File: src/design/ccid_cfg.svh
// timing, angle and count constants for the crank and cam decoder
`ifndef CCID_CFG_SVH
`define CCID_CFG_SVH

// ==========================================================
// clock and speed bounds
`define CCID_CLK_HZ 125000000
`define CCID_RPM_LO 30
`define CCID_RPM_HI 9000
`define CCID_RPM_EN 200

// ==========================================================
// per-position cycle counts: 60 positions per rev, so clk*60/(rpm*60)
`define CCID_LO_CYC (`CCID_CLK_HZ / `CCID_RPM_LO)
`define CCID_HI_CYC ((`CCID_CLK_HZ + `CCID_RPM_HI - 1) / `CCID_RPM_HI)
`define CCID_EN_CYC (`CCID_CLK_HZ / `CCID_RPM_EN)
`define CCID_CNT_W 24

// ==========================================================
// wheel geometry and angles
`define CCID_TOOTH_POS 60
`define CCID_TOOTH_REAL 58
`define CCID_LAST_TOOTH (`CCID_TOOTH_REAL - 1)
`define CCID_GAP_SPAN (`CCID_TOOTH_POS - `CCID_TOOTH_REAL + 1)
`define CCID_DEG_TOOTH 6
`define CCID_DEG_REV 360
`define CCID_DEG_CYCLE 720
`define CCID_BEFORE_TOP_DEAD_CENTRE_DEG 10
`define CCID_TDC1_DEG 60
`define CCID_VCT_TEETH 5
`define CCID_COIL_N 4

`endif

File: src/design/ccid_pkg.sv
// types and helper functions for the crank and cam decoder
`include "ccid_cfg.svh"

package ccid_pkg;

   // ==========================================================
   // types
   typedef logic [`CCID_CNT_W-1:0] ccid_cnt_t;

   typedef enum logic [1:0] {
      ST_HUNT = 2'b00,
      ST_GAP = 2'b01,
      ST_CAM = 2'b10,
      ST_RUN = 2'b11
   } ccid_state_t;

   typedef enum logic [1:0] {
      CYL_4 = 2'b00,
      CYL_6 = 2'b01,
      CYL_8 = 2'b10,
      CYL_10 = 2'b11
   } ccid_cyl_t;

   // ==========================================================
   // cylinder count for a selection
   function automatic logic [3:0] ccid_cyl_n(input ccid_cyl_t sel);
      unique case (sel)
         CYL_4: return 4'h4;
         CYL_6: return 4'h6;
         CYL_8: return 4'h8;
         CYL_10: return 4'hA;
      endcase
   endfunction : ccid_cyl_n

   // profile period in crank degrees: one cycle split over the cylinders
   function automatic logic [7:0] ccid_period(input ccid_cyl_t sel);
      return 8'(`CCID_DEG_CYCLE / int'(ccid_cyl_n(sel)));
   endfunction : ccid_period

endpackage : ccid_pkg

File: src/design/ccid_tooth_if.sv
// tooth timing signals between the decoder core and its tooth timer
`timescale 1ns/1ps

interface ccid_tooth_if;
   logic tooth_edge;
   logic gap;
   logic too_fast;
   logic too_slow;
   logic speed_ok;
   logic deg_tick;

   modport timer (
      input tooth_edge,
      output gap,
      output too_fast,
      output too_slow,
      output speed_ok,
      output deg_tick
   );

   modport core (
      output tooth_edge,
      input gap,
      input too_fast,
      input too_slow,
      input speed_ok,
      input deg_tick
   );
endinterface : ccid_tooth_if

File: src/design/ccid_crank_cam_decoder.sv
// crank and cam decoder: sync, profile pulse, coils and fault flags
`timescale 1ns/1ps
`include "ccid_cfg.svh"

module ccid_crank_cam_decoder #(
   parameter ccid_pkg::ccid_cnt_t LO_CYC = ccid_pkg::ccid_cnt_t'(`CCID_LO_CYC),
   parameter ccid_pkg::ccid_cnt_t HI_CYC = ccid_pkg::ccid_cnt_t'(`CCID_HI_CYC),
   parameter ccid_pkg::ccid_cnt_t EN_CYC = ccid_pkg::ccid_cnt_t'(`CCID_EN_CYC)
) (
   input wire logic clock,
   input wire logic rst_n,
   input wire logic crank_position_input,
   input wire logic [1:0] cam_position_input,
   input wire logic vct_fitted,
   input wire logic etc_fitted,
   input wire ccid_pkg::ccid_cyl_t cyl_sel,
   input wire logic fault_clear,
   output logic fuel_enable,
   output logic [`CCID_COIL_N-1:0] coil_drive,
   output logic profile_pulse_out,
   output logic synced,
   output logic crank_fault,
   output logic cam_fault,
   output logic [1:0] cam_intermittent,
   output logic variable_cam_timing_enable,
   output logic electronic_throttle_control_fault
);
   import ccid_pkg::*;

   localparam logic [5:0] LAST_TOOTH = 6'(`CCID_LAST_TOOTH);
   localparam logic [4:0] SUB_NORM = 5'(`CCID_DEG_TOOTH - 1);
   localparam logic [4:0] SUB_GAP = 5'(`CCID_GAP_SPAN * `CCID_DEG_TOOTH - 1);
   localparam logic [9:0] DEG_REV = 10'(`CCID_DEG_REV);
   localparam logic [9:0] DEG_CYC = 10'(`CCID_DEG_CYCLE);
   localparam logic [9:0] DEG_TOOTH = 10'(`CCID_DEG_TOOTH);
   localparam logic [9:0] ANCHOR = 10'((`CCID_TDC1_DEG + `CCID_DEG_CYCLE
      - `CCID_BEFORE_TOP_DEAD_CENTRE_DEG) % `CCID_DEG_CYCLE);
   localparam logic [2:0] VCT_N = 3'(`CCID_VCT_TEETH);

   ccid_tooth_if tif();

   // pin synchroniser stages: bit 0 crank, bits 2:1 cam banks
   logic [2:0] pin_s0_q;
   logic [2:0] pin_s1_q;
   logic [2:0] pin_s2_q;
   logic [2:0] pin_lvl_q;
   logic [2:0] pin_lvl_d;
   logic [2:0] rise;

   ccid_state_t state_q;
   logic [5:0] tooth_cnt_q;
   logic [4:0] sub_q;
   logic [9:0] angle_q;
   logic half_q;
   logic half_d;
   logic cam_par_q;
   logic [3:0] pip_cnt_q;
   logic cam_armed_q;
   logic [2:0] vct_cnt_q [2];
   logic vct_armed_q;
   logic profile_q;
   logic [`CCID_COIL_N-1:0] coil_q;
   logic fuel_q;
   logic crank_fault_q;
   logic cam_fault_q;
   logic [1:0] cam_int_q;
   logic etc_fault_q;

   logic seq_on;
   logic wrong_gap;
   logic no_gap;
   logic sync_err;
   logic crank_evt;
   logic good_gap;
   logic run_ok;
   logic new_cycle;
   logic [4:0] sub_lim;
   logic [9:0] off;
   logic [7:0] per;
   logic [9:0] phase;
   logic [9:0] slot;
   logic pip_high;
   logic pip_rise;
   logic cam_en;
   logic vct_en;
   logic cam_set;
   logic [1:0] int_set;

   ccid_tooth_timer #(
      .LO_CYC(LO_CYC),
      .HI_CYC(HI_CYC),
      .EN_CYC(EN_CYC)
   ) u_timer (
      .clock(clock),
      .rst_n(rst_n),
      .tif(tif.timer)
   );

   // ==========================================================
   // pin inputs: three stages, a change counts when stages 2 and 3 agree
   always_ff @(posedge clock or negedge rst_n) begin
      if (!rst_n) begin
         pin_s0_q <= '0;
         pin_s1_q <= '0;
         pin_s2_q <= '0;
         pin_lvl_q <= '0;
      end else begin
         pin_s0_q <= {cam_position_input, crank_position_input};
         pin_s1_q <= pin_s0_q;
         pin_s2_q <= pin_s1_q;
         pin_lvl_q <= pin_lvl_d;
      end
   end

   // accepted level and its rising edge
   assign pin_lvl_d = (~(pin_s1_q ^ pin_s2_q) & pin_s2_q)
      | ((pin_s1_q ^ pin_s2_q) & pin_lvl_q);
   assign rise = pin_lvl_d & ~pin_lvl_q;
   assign tif.tooth_edge = rise[0];

   // ==========================================================
   // crank sequence checks
   assign seq_on = (state_q != ST_HUNT);
   assign wrong_gap = rise[0] && tif.gap && seq_on
      && (tooth_cnt_q != LAST_TOOTH);
   assign no_gap = rise[0] && !tif.gap && seq_on
      && (tooth_cnt_q == LAST_TOOTH);
   assign sync_err = wrong_gap || no_gap || tif.too_fast
      || tif.too_slow;
   assign crank_evt = sync_err && tif.speed_ok;
   assign good_gap = rise[0] && tif.gap && !sync_err;
   assign run_ok = (state_q == ST_RUN) && !sync_err;
   assign new_cycle = good_gap && half_q && (state_q == ST_RUN);

   // synchronisation state: hunt, confirm gap, confirm cylinder one, run
   always_ff @(posedge clock or negedge rst_n) begin
      if (!rst_n) begin
         state_q <= ST_HUNT;
      end else if (sync_err) begin
         state_q <= ST_HUNT;
      end else if (good_gap) begin
         unique case (state_q)
            ST_HUNT: state_q <= ST_GAP;
            ST_GAP: state_q <= ST_CAM;
            ST_CAM: state_q <= ST_RUN;
            ST_RUN: state_q <= ST_RUN;
         endcase
      end
   end

   // tooth counter, zeroed by the gap
   always_ff @(posedge clock or negedge rst_n) begin
      if (!rst_n) begin
         tooth_cnt_q <= '0;
      end else if (rise[0] && tif.gap) begin
         tooth_cnt_q <= '0;
      end else if (rise[0] && (tooth_cnt_q != '1)) begin
         tooth_cnt_q <= tooth_cnt_q + 6'h01;
      end
   end

   // cam parity per revolution picks the revolution of cylinder one
   always_ff @(posedge clock or negedge rst_n) begin
      if (!rst_n) begin
         cam_par_q <= 1'b0;
      end else if (rise[0] && tif.gap) begin
         cam_par_q <= 1'b0;
      end else if (rise[1]) begin
         cam_par_q <= ~cam_par_q;
      end
   end

   // revolution half of the engine cycle
   always_comb begin
      half_d = half_q;
      if (good_gap && (state_q == ST_CAM)) begin
         half_d = ~cam_par_q;
      end else if (good_gap) begin
         half_d = ~half_q;
      end
   end

   always_ff @(posedge clock or negedge rst_n) begin
      if (!rst_n) begin
         half_q <= 1'b0;
      end else begin
         half_q <= half_d;
      end
   end

   // ==========================================================
   // crank angle: snapped at each tooth, interpolated in between
   assign sub_lim = (tooth_cnt_q == LAST_TOOTH) ? SUB_GAP : SUB_NORM;

   always_ff @(posedge clock or negedge rst_n) begin
      if (!rst_n) begin
         angle_q <= '0;
         sub_q <= '0;
      end else if (rise[0]) begin
         sub_q <= '0;
         angle_q <= (half_d ? DEG_REV : 10'h000) + (tif.gap ? 10'h000
            : 10'({4'h0, tooth_cnt_q} + 10'h001) * DEG_TOOTH);
      end else if (tif.deg_tick && (sub_q < sub_lim)) begin
         sub_q <= sub_q + 5'h01;
         angle_q <= angle_q + 10'h001;
      end
   end

   // ==========================================================
   // profile pulse and coil selection
   assign off = (angle_q >= ANCHOR) ? (angle_q - ANCHOR)
      : (angle_q + DEG_CYC - ANCHOR);
   assign per = ccid_period(cyl_sel);
   assign phase = off % {2'b00, per};
   assign slot = off / {2'b00, per};
   assign pip_high = (phase < {3'b000, per[7:1]});
   assign pip_rise = run_ok && pip_high && !profile_q;

   // outputs drop the cycle after a crank fault
   always_ff @(posedge clock or negedge rst_n) begin
      if (!rst_n) begin
         profile_q <= 1'b0;
         coil_q <= '0;
         fuel_q <= 1'b0;
      end else begin
         profile_q <= run_ok && pip_high;
         coil_q <= (run_ok && pip_high)
            ? (`CCID_COIL_N'(1) << slot[1:0]) : '0;
         fuel_q <= run_ok;
      end
   end

   // ==========================================================
   // cam to profile ratio check, plain cam wheel only
   assign cam_en = run_ok && tif.speed_ok && !vct_fitted;

   always_comb begin
      cam_set = 1'b0;
      if (cam_en && cam_armed_q) begin
         if (rise[1] && (pip_cnt_q != ccid_cyl_n(cyl_sel))) begin
            cam_set = 1'b1;
         end else if (!rise[1] && pip_rise
            && (pip_cnt_q >= ccid_cyl_n(cyl_sel))) begin
            cam_set = 1'b1;
         end
      end
   end

   always_ff @(posedge clock or negedge rst_n) begin
      if (!rst_n) begin
         pip_cnt_q <= '0;
         cam_armed_q <= 1'b0;
      end else if (!cam_en) begin
         pip_cnt_q <= '0;
         cam_armed_q <= 1'b0;
      end else if (rise[1]) begin
         pip_cnt_q <= {3'b000, pip_rise};
         cam_armed_q <= 1'b1;
      end else if (pip_rise && (pip_cnt_q != '1)) begin
         pip_cnt_q <= pip_cnt_q + 4'h1;
      end
   end

   // ==========================================================
   // five-tooth cam: edge count per engine cycle for each bank
   assign vct_en = run_ok && tif.speed_ok && vct_fitted;

   always_comb begin
      for (int b = 0; b < 2; b++) begin
         int_set[b] = vct_en && vct_armed_q && new_cycle
            && (vct_cnt_q[b] != VCT_N);
      end
   end

   always_ff @(posedge clock or negedge rst_n) begin
      if (!rst_n) begin
         vct_armed_q <= 1'b0;
         for (int b = 0; b < 2; b++) begin
            vct_cnt_q[b] <= '0;
         end
      end else begin
         if (!vct_en) begin
            vct_armed_q <= 1'b0;
         end else if (new_cycle) begin
            vct_armed_q <= 1'b1;
         end
         for (int b = 0; b < 2; b++) begin
            if (new_cycle) begin
               vct_cnt_q[b] <= {2'b00, rise[b+1]};
            end else if (rise[b+1] && (vct_cnt_q[b] != '1)) begin
               vct_cnt_q[b] <= vct_cnt_q[b] + 3'h1;
            end
         end
      end
   end

   // ==========================================================
   // sticky fault flags: a new event wins over the clear
   always_ff @(posedge clock or negedge rst_n) begin
      if (!rst_n) begin
         crank_fault_q <= 1'b0;
         etc_fault_q <= 1'b0;
         cam_fault_q <= 1'b0;
         cam_int_q <= '0;
      end else begin
         crank_fault_q <= crank_evt || (crank_fault_q && !fault_clear);
         etc_fault_q <= (crank_evt && etc_fitted)
            || (etc_fault_q && !fault_clear);
         cam_fault_q <= cam_set || (cam_fault_q && !fault_clear);
         cam_int_q <= int_set | (cam_int_q & ~{2{fault_clear}});
      end
   end

   // ==========================================================
   // outputs
   assign fuel_enable = fuel_q;
   assign coil_drive = coil_q;
   assign profile_pulse_out = profile_q;
   assign synced = (state_q == ST_RUN);
   assign crank_fault = crank_fault_q;
   assign cam_fault = cam_fault_q;
   assign cam_intermittent = cam_int_q;
   assign variable_cam_timing_enable = vct_fitted && (state_q == ST_RUN)
      && (cam_int_q == 2'b00);
   assign electronic_throttle_control_fault = etc_fault_q;
endmodule : ccid_crank_cam_decoder

File: src/design/ccid_tooth_timer.sv
// tooth interval timer: gap, speed bounds and degree interpolation
`timescale 1ns/1ps
`include "ccid_cfg.svh"

module ccid_tooth_timer #(
   parameter ccid_pkg::ccid_cnt_t LO_CYC = '1,
   parameter ccid_pkg::ccid_cnt_t HI_CYC = '1,
   parameter ccid_pkg::ccid_cnt_t EN_CYC = '1
) (
   input wire logic clock,
   input wire logic rst_n,
   ccid_tooth_if.timer tif
);
   import ccid_pkg::*;

   localparam ccid_cnt_t SLOW_LIM = ccid_cnt_t'(`CCID_GAP_SPAN * LO_CYC);
   localparam ccid_cnt_t CNT_MAX = '1;

   ccid_cnt_t cnt_q;
   ccid_cnt_t prev_q;
   ccid_cnt_t step_q;
   ccid_cnt_t deg_cnt_q;
   logic speed_ok_q;
   logic [`CCID_CNT_W:0] gap_lim;
   logic deg_wrap;

   // ==========================================================
   // interval checks: gap against the previous tooth, speed against fixed bounds
   assign gap_lim = {1'b0, prev_q} + {2'b00, prev_q[`CCID_CNT_W-1:1]};
   assign tif.gap = tif.tooth_edge && ({1'b0, cnt_q} > gap_lim);
   assign tif.too_fast = tif.tooth_edge && (cnt_q < HI_CYC);
   assign tif.too_slow = (cnt_q >= SLOW_LIM);
   assign tif.speed_ok = speed_ok_q;
   assign deg_wrap = (deg_cnt_q + ccid_cnt_t'(1)) >= step_q;
   assign tif.deg_tick = deg_wrap && !tif.tooth_edge;

   // free-running interval counter, restarted by each tooth
   always_ff @(posedge clock or negedge rst_n) begin
      if (!rst_n) begin
         cnt_q <= '0;
         prev_q <= '0;
      end else if (tif.tooth_edge) begin
         cnt_q <= ccid_cnt_t'(1);
         prev_q <= cnt_q;
      end else if (cnt_q != CNT_MAX) begin
         cnt_q <= cnt_q + ccid_cnt_t'(1);
      end
   end

   // speed qualifier and degree step follow normal teeth only
   always_ff @(posedge clock or negedge rst_n) begin
      if (!rst_n) begin
         speed_ok_q <= 1'b0;
         step_q <= CNT_MAX;
      end else if (tif.tooth_edge && !tif.gap) begin
         speed_ok_q <= (cnt_q <= EN_CYC);
         step_q <= ccid_cnt_t'(cnt_q / `CCID_DEG_TOOTH);
      end
   end

   // one tick per interpolated crank degree
   always_ff @(posedge clock or negedge rst_n) begin
      if (!rst_n) begin
         deg_cnt_q <= '0;
      end else if (tif.tooth_edge || deg_wrap) begin
         deg_cnt_q <= '0;
      end else begin
         deg_cnt_q <= deg_cnt_q + ccid_cnt_t'(1);
      end
   end
endmodule : ccid_tooth_timer

File: config.mk
export PLATFORM = sky130hd
export DESIGN_NAME = ccid_crank_cam_decoder
export DESIGN_NICKNAME = d
export VERILOG_FILES = /design/src/design/ccid_pkg.sv /design/src/design/ccid_tooth_if.sv /design/src/design/ccid_crank_cam_decoder.sv /design/src/design/ccid_tooth_timer.sv
export VERILOG_INCLUDE_DIRS = /design/src /design/src/design
export SDC_FILE = /design/constraint.sdc
export NUM_CORES = 1
export LEC_CHECK = 0
export BUFFER_PORTS_ARGS = -buffer_cell sky130_fd_sc_hd__buf_4
export CAP_MARGIN = 10
export CORE_UTILIZATION = 59
export DETAILED_ROUTE_END_ITERATION = 10
export HOLD_SLACK_MARGIN = 0.08
export PLACE_DENSITY_LB_ADDON = 0.05
export REMOVE_ABC_BUFFERS = 1
export SETUP_SLACK_MARGIN = 0.5
export SYNTH_ARGS = -nofsm -noshare
export SYNTH_HDL_FRONTEND = slang
export SYNTH_SLANG_ARGS = --single-unit
File: constraint.sdc
create_clock -name clock -period 20.7 [get_ports clock]
set_input_delay 3.105 -clock clock [delete_from_list [all_inputs] [get_ports clock]]
set_output_delay 3.105 -clock clock [all_outputs]
set_load 0.1 [all_outputs]
==> impl_metrics.env <==
export IMPL_status="finished with violations"
export IMPL_violations="setup timing"
export IMPL_skew_ns=0.0264
export IMPL_path_common_cell="buf_4"
export IMPL_wl_per_cell_um=18.0
export IMPL_via_count=17100
export IMPL_worst_pin_slew_ns=1.20
export IMPL_synth_area_sq_mm=0.0164
export IMPL_yosysSeqAreaShare_pct=23.9
export IMPL_gr_total_overflow=0
export IMPL_crit_arrival_ns=22.50
export IMPL_setup_viol=10
export IMPL_avgSynthCellArea_sq_um=7.91
export IMPL_clock_latency_ns=0.44
export IMPL_grt_util_all_layers_pct=33.4
export IMPL_drc=0
export IMPL_firstDrtPassIters=6
export IMPL_io_pins=23
export IMPL_cts_tree="built"
export IMPL_cp_start_kind="input port"
export IMPL_die_h_um=169
export IMPL_period_share_pct=107
export IMPL_grt_max_degree=103
export IMPL_synthArstFlopShare_pct=100
export IMPL_hold_slack_ns=0.349
export IMPL_path_clk_slew_ns=0.08
export IMPL_port_buffers=22
export IMPL_antennaDiodeCount=0
export IMPL_dp_hpwl_mm=34.0
export IMPL_gp_congestion=0.940
export IMPL_worst_slack_ns=-1.48
export IMPL_cts_hold_buf=0
export IMPL_drv_slew=0
export IMPL_drive_gt1_share_pct=25.3
export IMPL_synth_cell_types=104
export IMPL_cp_required_ns=21.02
export IMPL_drt_iter0_drc=1225
export IMPL_hold_violations=0
export IMPL_antenna_left=0
export IMPL_critPathKind="in2reg"
export IMPL_timing_fmax_mhz=45.1
export IMPL_min_path_type="reg2reg"
export IMPL_crit_path_end_kind="flip-flop"
export IMPL_relSlewSlack_pct=17.6
export IMPL_critPathSlowestCell="o31ai_1"
export IMPL_clock_sinks=156
export IMPL_ys_warn_count=0
export IMPL_coreArea_sq_mm=0.0271
export IMPL_slowest_delay_ns=0.41
export IMPL_start_util_pct=60.6
export IMPL_area_growth_pct=26.5
export IMPL_nets=2551
export IMPL_num_rows=60
export IMPL_wirelength_mm=49.5
export IMPL_maxCapViolCount=0
export IMPL_synth_seq_cells=156
export IMPL_cts_buffer_depth=2
export IMPL_antenna_found_initial=0
export IMPL_cts_root_buf="clkbuf_16"
export IMPL_die_area_sq_mm=0.0285
export IMPL_worst_path_max_fanout=6
export IMPL_grt_pass1_vias=16800
export IMPL_avgViaCountPerCell=6.21
export IMPL_synth_edf_count=0
export IMPL_netlist_instances=2076
export IMPL_ys_flop_type="dfrtp_1"
export IMPL_cts_buffers_inserted=17
export IMPL_rsz0062_at_grt="yes"
export IMPL_htreeDepth=4
export IMPL_die_x_um=169
export IMPL_fin_crit_ns=22.18
export IMPL_grt_pass1_wl_mm=78.4
cell usage in the layout, fill, tap and decap left out, drive strengths merged, types with 14 or more instances in the layout:
master / instances
buf: 358
nand2: 240
nor2: 198
ha: 177
o21ai: 135
dfrtp: 133
inv: 126
a21oi: 105
xnor2: 93
nand3: 67
xor2: 50
nor3: 46
a21o: 43
nor2b: 41
o21a: 37
nand4: 29
nand2b: 29
dfstp: 23
a31oi: 23
mux2i: 23
o31ai: 23
or3: 21
nor4: 20
a211oi: 19
o211ai: 19
mux2: 19
clkbuf: 18
and2: 17
and3: 17
o21bai: 14
or2: 14
logic make-up after synthesis:
kind of cell	Yosys count	synth area share (%)
muxes	43	2.86
DFF	156	23.9
adders and majority gates	184	14.0
and+or+nand+nor	773	22.6
buffers and inverters	212	5.19
AOI/OAI and AO/OA	565	23.7
xor gates and xnor gates	143	7.72
critical path, delay by kind of cell:
kind	cells	cell delay (ns)
multiplexers	5	1.61
buffers and inverters	20	2.33
AO/OA/AOI/OAI	46	7.64
AND/OR/NAND/NOR	29	4.48
XOR/XNOR	2	0.32
adder cells (fa/ha/maj)	11	2.98
metrics by stage:
step / instances / cell area (sq um) / utilization (%) / TNS (ns) / worst slack [ns]
2_1_floorplan: 1985 / 16000 / - / -40.66 / -4.40
3_3_place_gp: 2644 / 18700 / 68.9 / -19.57 / -2.14
3_5_place_dp: 2644 / 18700 / 68.9 / -27.07 / -2.88
4_1_cts: 2719 / 20100 / 74.1 / -6.88 / -0.834
5_1_grt: 2747 / 20800 / 76.7 / -22.52 / -2.35
6_report: 2747 / 20800 / 76.7 / -13.76 / -1.48
what timing repair did:
item | in CTS | in global routing
pin swaps | 74 | 117
gates cloned | 0 | 0
buffers inserted | 43 | 28
endpoints found under the hold margin | 0 | 0
setup endpoints to repair | 10 | 10
gates resized for setup | 119 | 97
cell usage after synthesis, drive strengths merged (8+ instances only):
cell	instances	area, sq um
nand2	240	901
nor2	198	743
ha	177	2210
o21ai	135	679
dfrtp	133	3330
inv	117	439
a21oi	105	533
xnor2	93	830
nand3	67	335
clkbuf	64	240
xor2	50	438
nor3	46	230
a21o	43	323
nor2b	41	257
o21a	37	278
nand2b	29	181
nand4	29	181
buf	27	158
a31oi	23	144
dfstp	23	604
mux2i	23	234
o31ai	23	173
or3	21	136
nor4	20	159
a211oi	19	143
mux2	19	214
o211ai	19	148
and2	17	106
and3	17	108
o21bai	14	105
or2	14	87.6
a221oi	12	111
o311ai	11	114
a21boi	10	75.1
o22ai	10	76.3
a311oi	9	78.8
a22o	8	70.1
layer usage:
metal,wire (um),global-route usage [%],up-vias
met3,2210,3.34,176
li1,-,-,8096
met2,25500,62.8,558
met5,0,0,-
met1,19700,38.6,8241
met4,2080,13.0,0
flip-flops by register name, indices dropped and copies added, names as in the netlist, 2 cells and up:
signal	cells
tooth_cnt_q	6
angle_q	10
u_timer.deg_cnt_q	24
u_timer.step_q	23
state_q	2
pip_cnt_q	4
sub_q	5
u_timer.prev_q	24
cam_intermittent	2
vct_cnt_q	6
pin_lvl_q	3
pin_s1_q	3
coil_drive	4
pin_s0_q	3
pin_s2_q	3
u_timer.cnt_q	24
path summary, 6_finish.rpt:
| check | startpoint | to | slack, ns | depth (start not counted) |
|---|---|---|---|---|
| worst max-delay path | cyl_sel[0] | pip_cnt_q[2] | -1.48 | 113 |
| worst min register to register | pin_s0_q[0] | pin_s1_q[0] | 0.35 | 0 |
| max in group asynchronous | rst_n | u_timer.cnt_q[11] | 16.59 | 2 |
| worst min-delay path | pin_s0_q[0] | pin_s1_q[0] | 0.35 | 0 |
| min in group asynchronous | rst_n | coil_drive[2] | 2.74 | 1 |
| worst max register to register | angle_q[0] | pip_cnt_q[2] | 0.48 | 110 |
layout make-up:
type / instances / area [sq um]
clock buffers: 18 / 429
clock inverters: 14 / 125
fillers: 1931 / 6320
inverters: 121 / 472
multi-input cells: 1708 / 12600
flip-flops and latches: 156 / 3930
well taps: 372 / 465
repair buffers: 358 / 2790
Power is not shown: default switching activity piles up to over one toggle a cycle in this logic, so the estimate is an artifact.
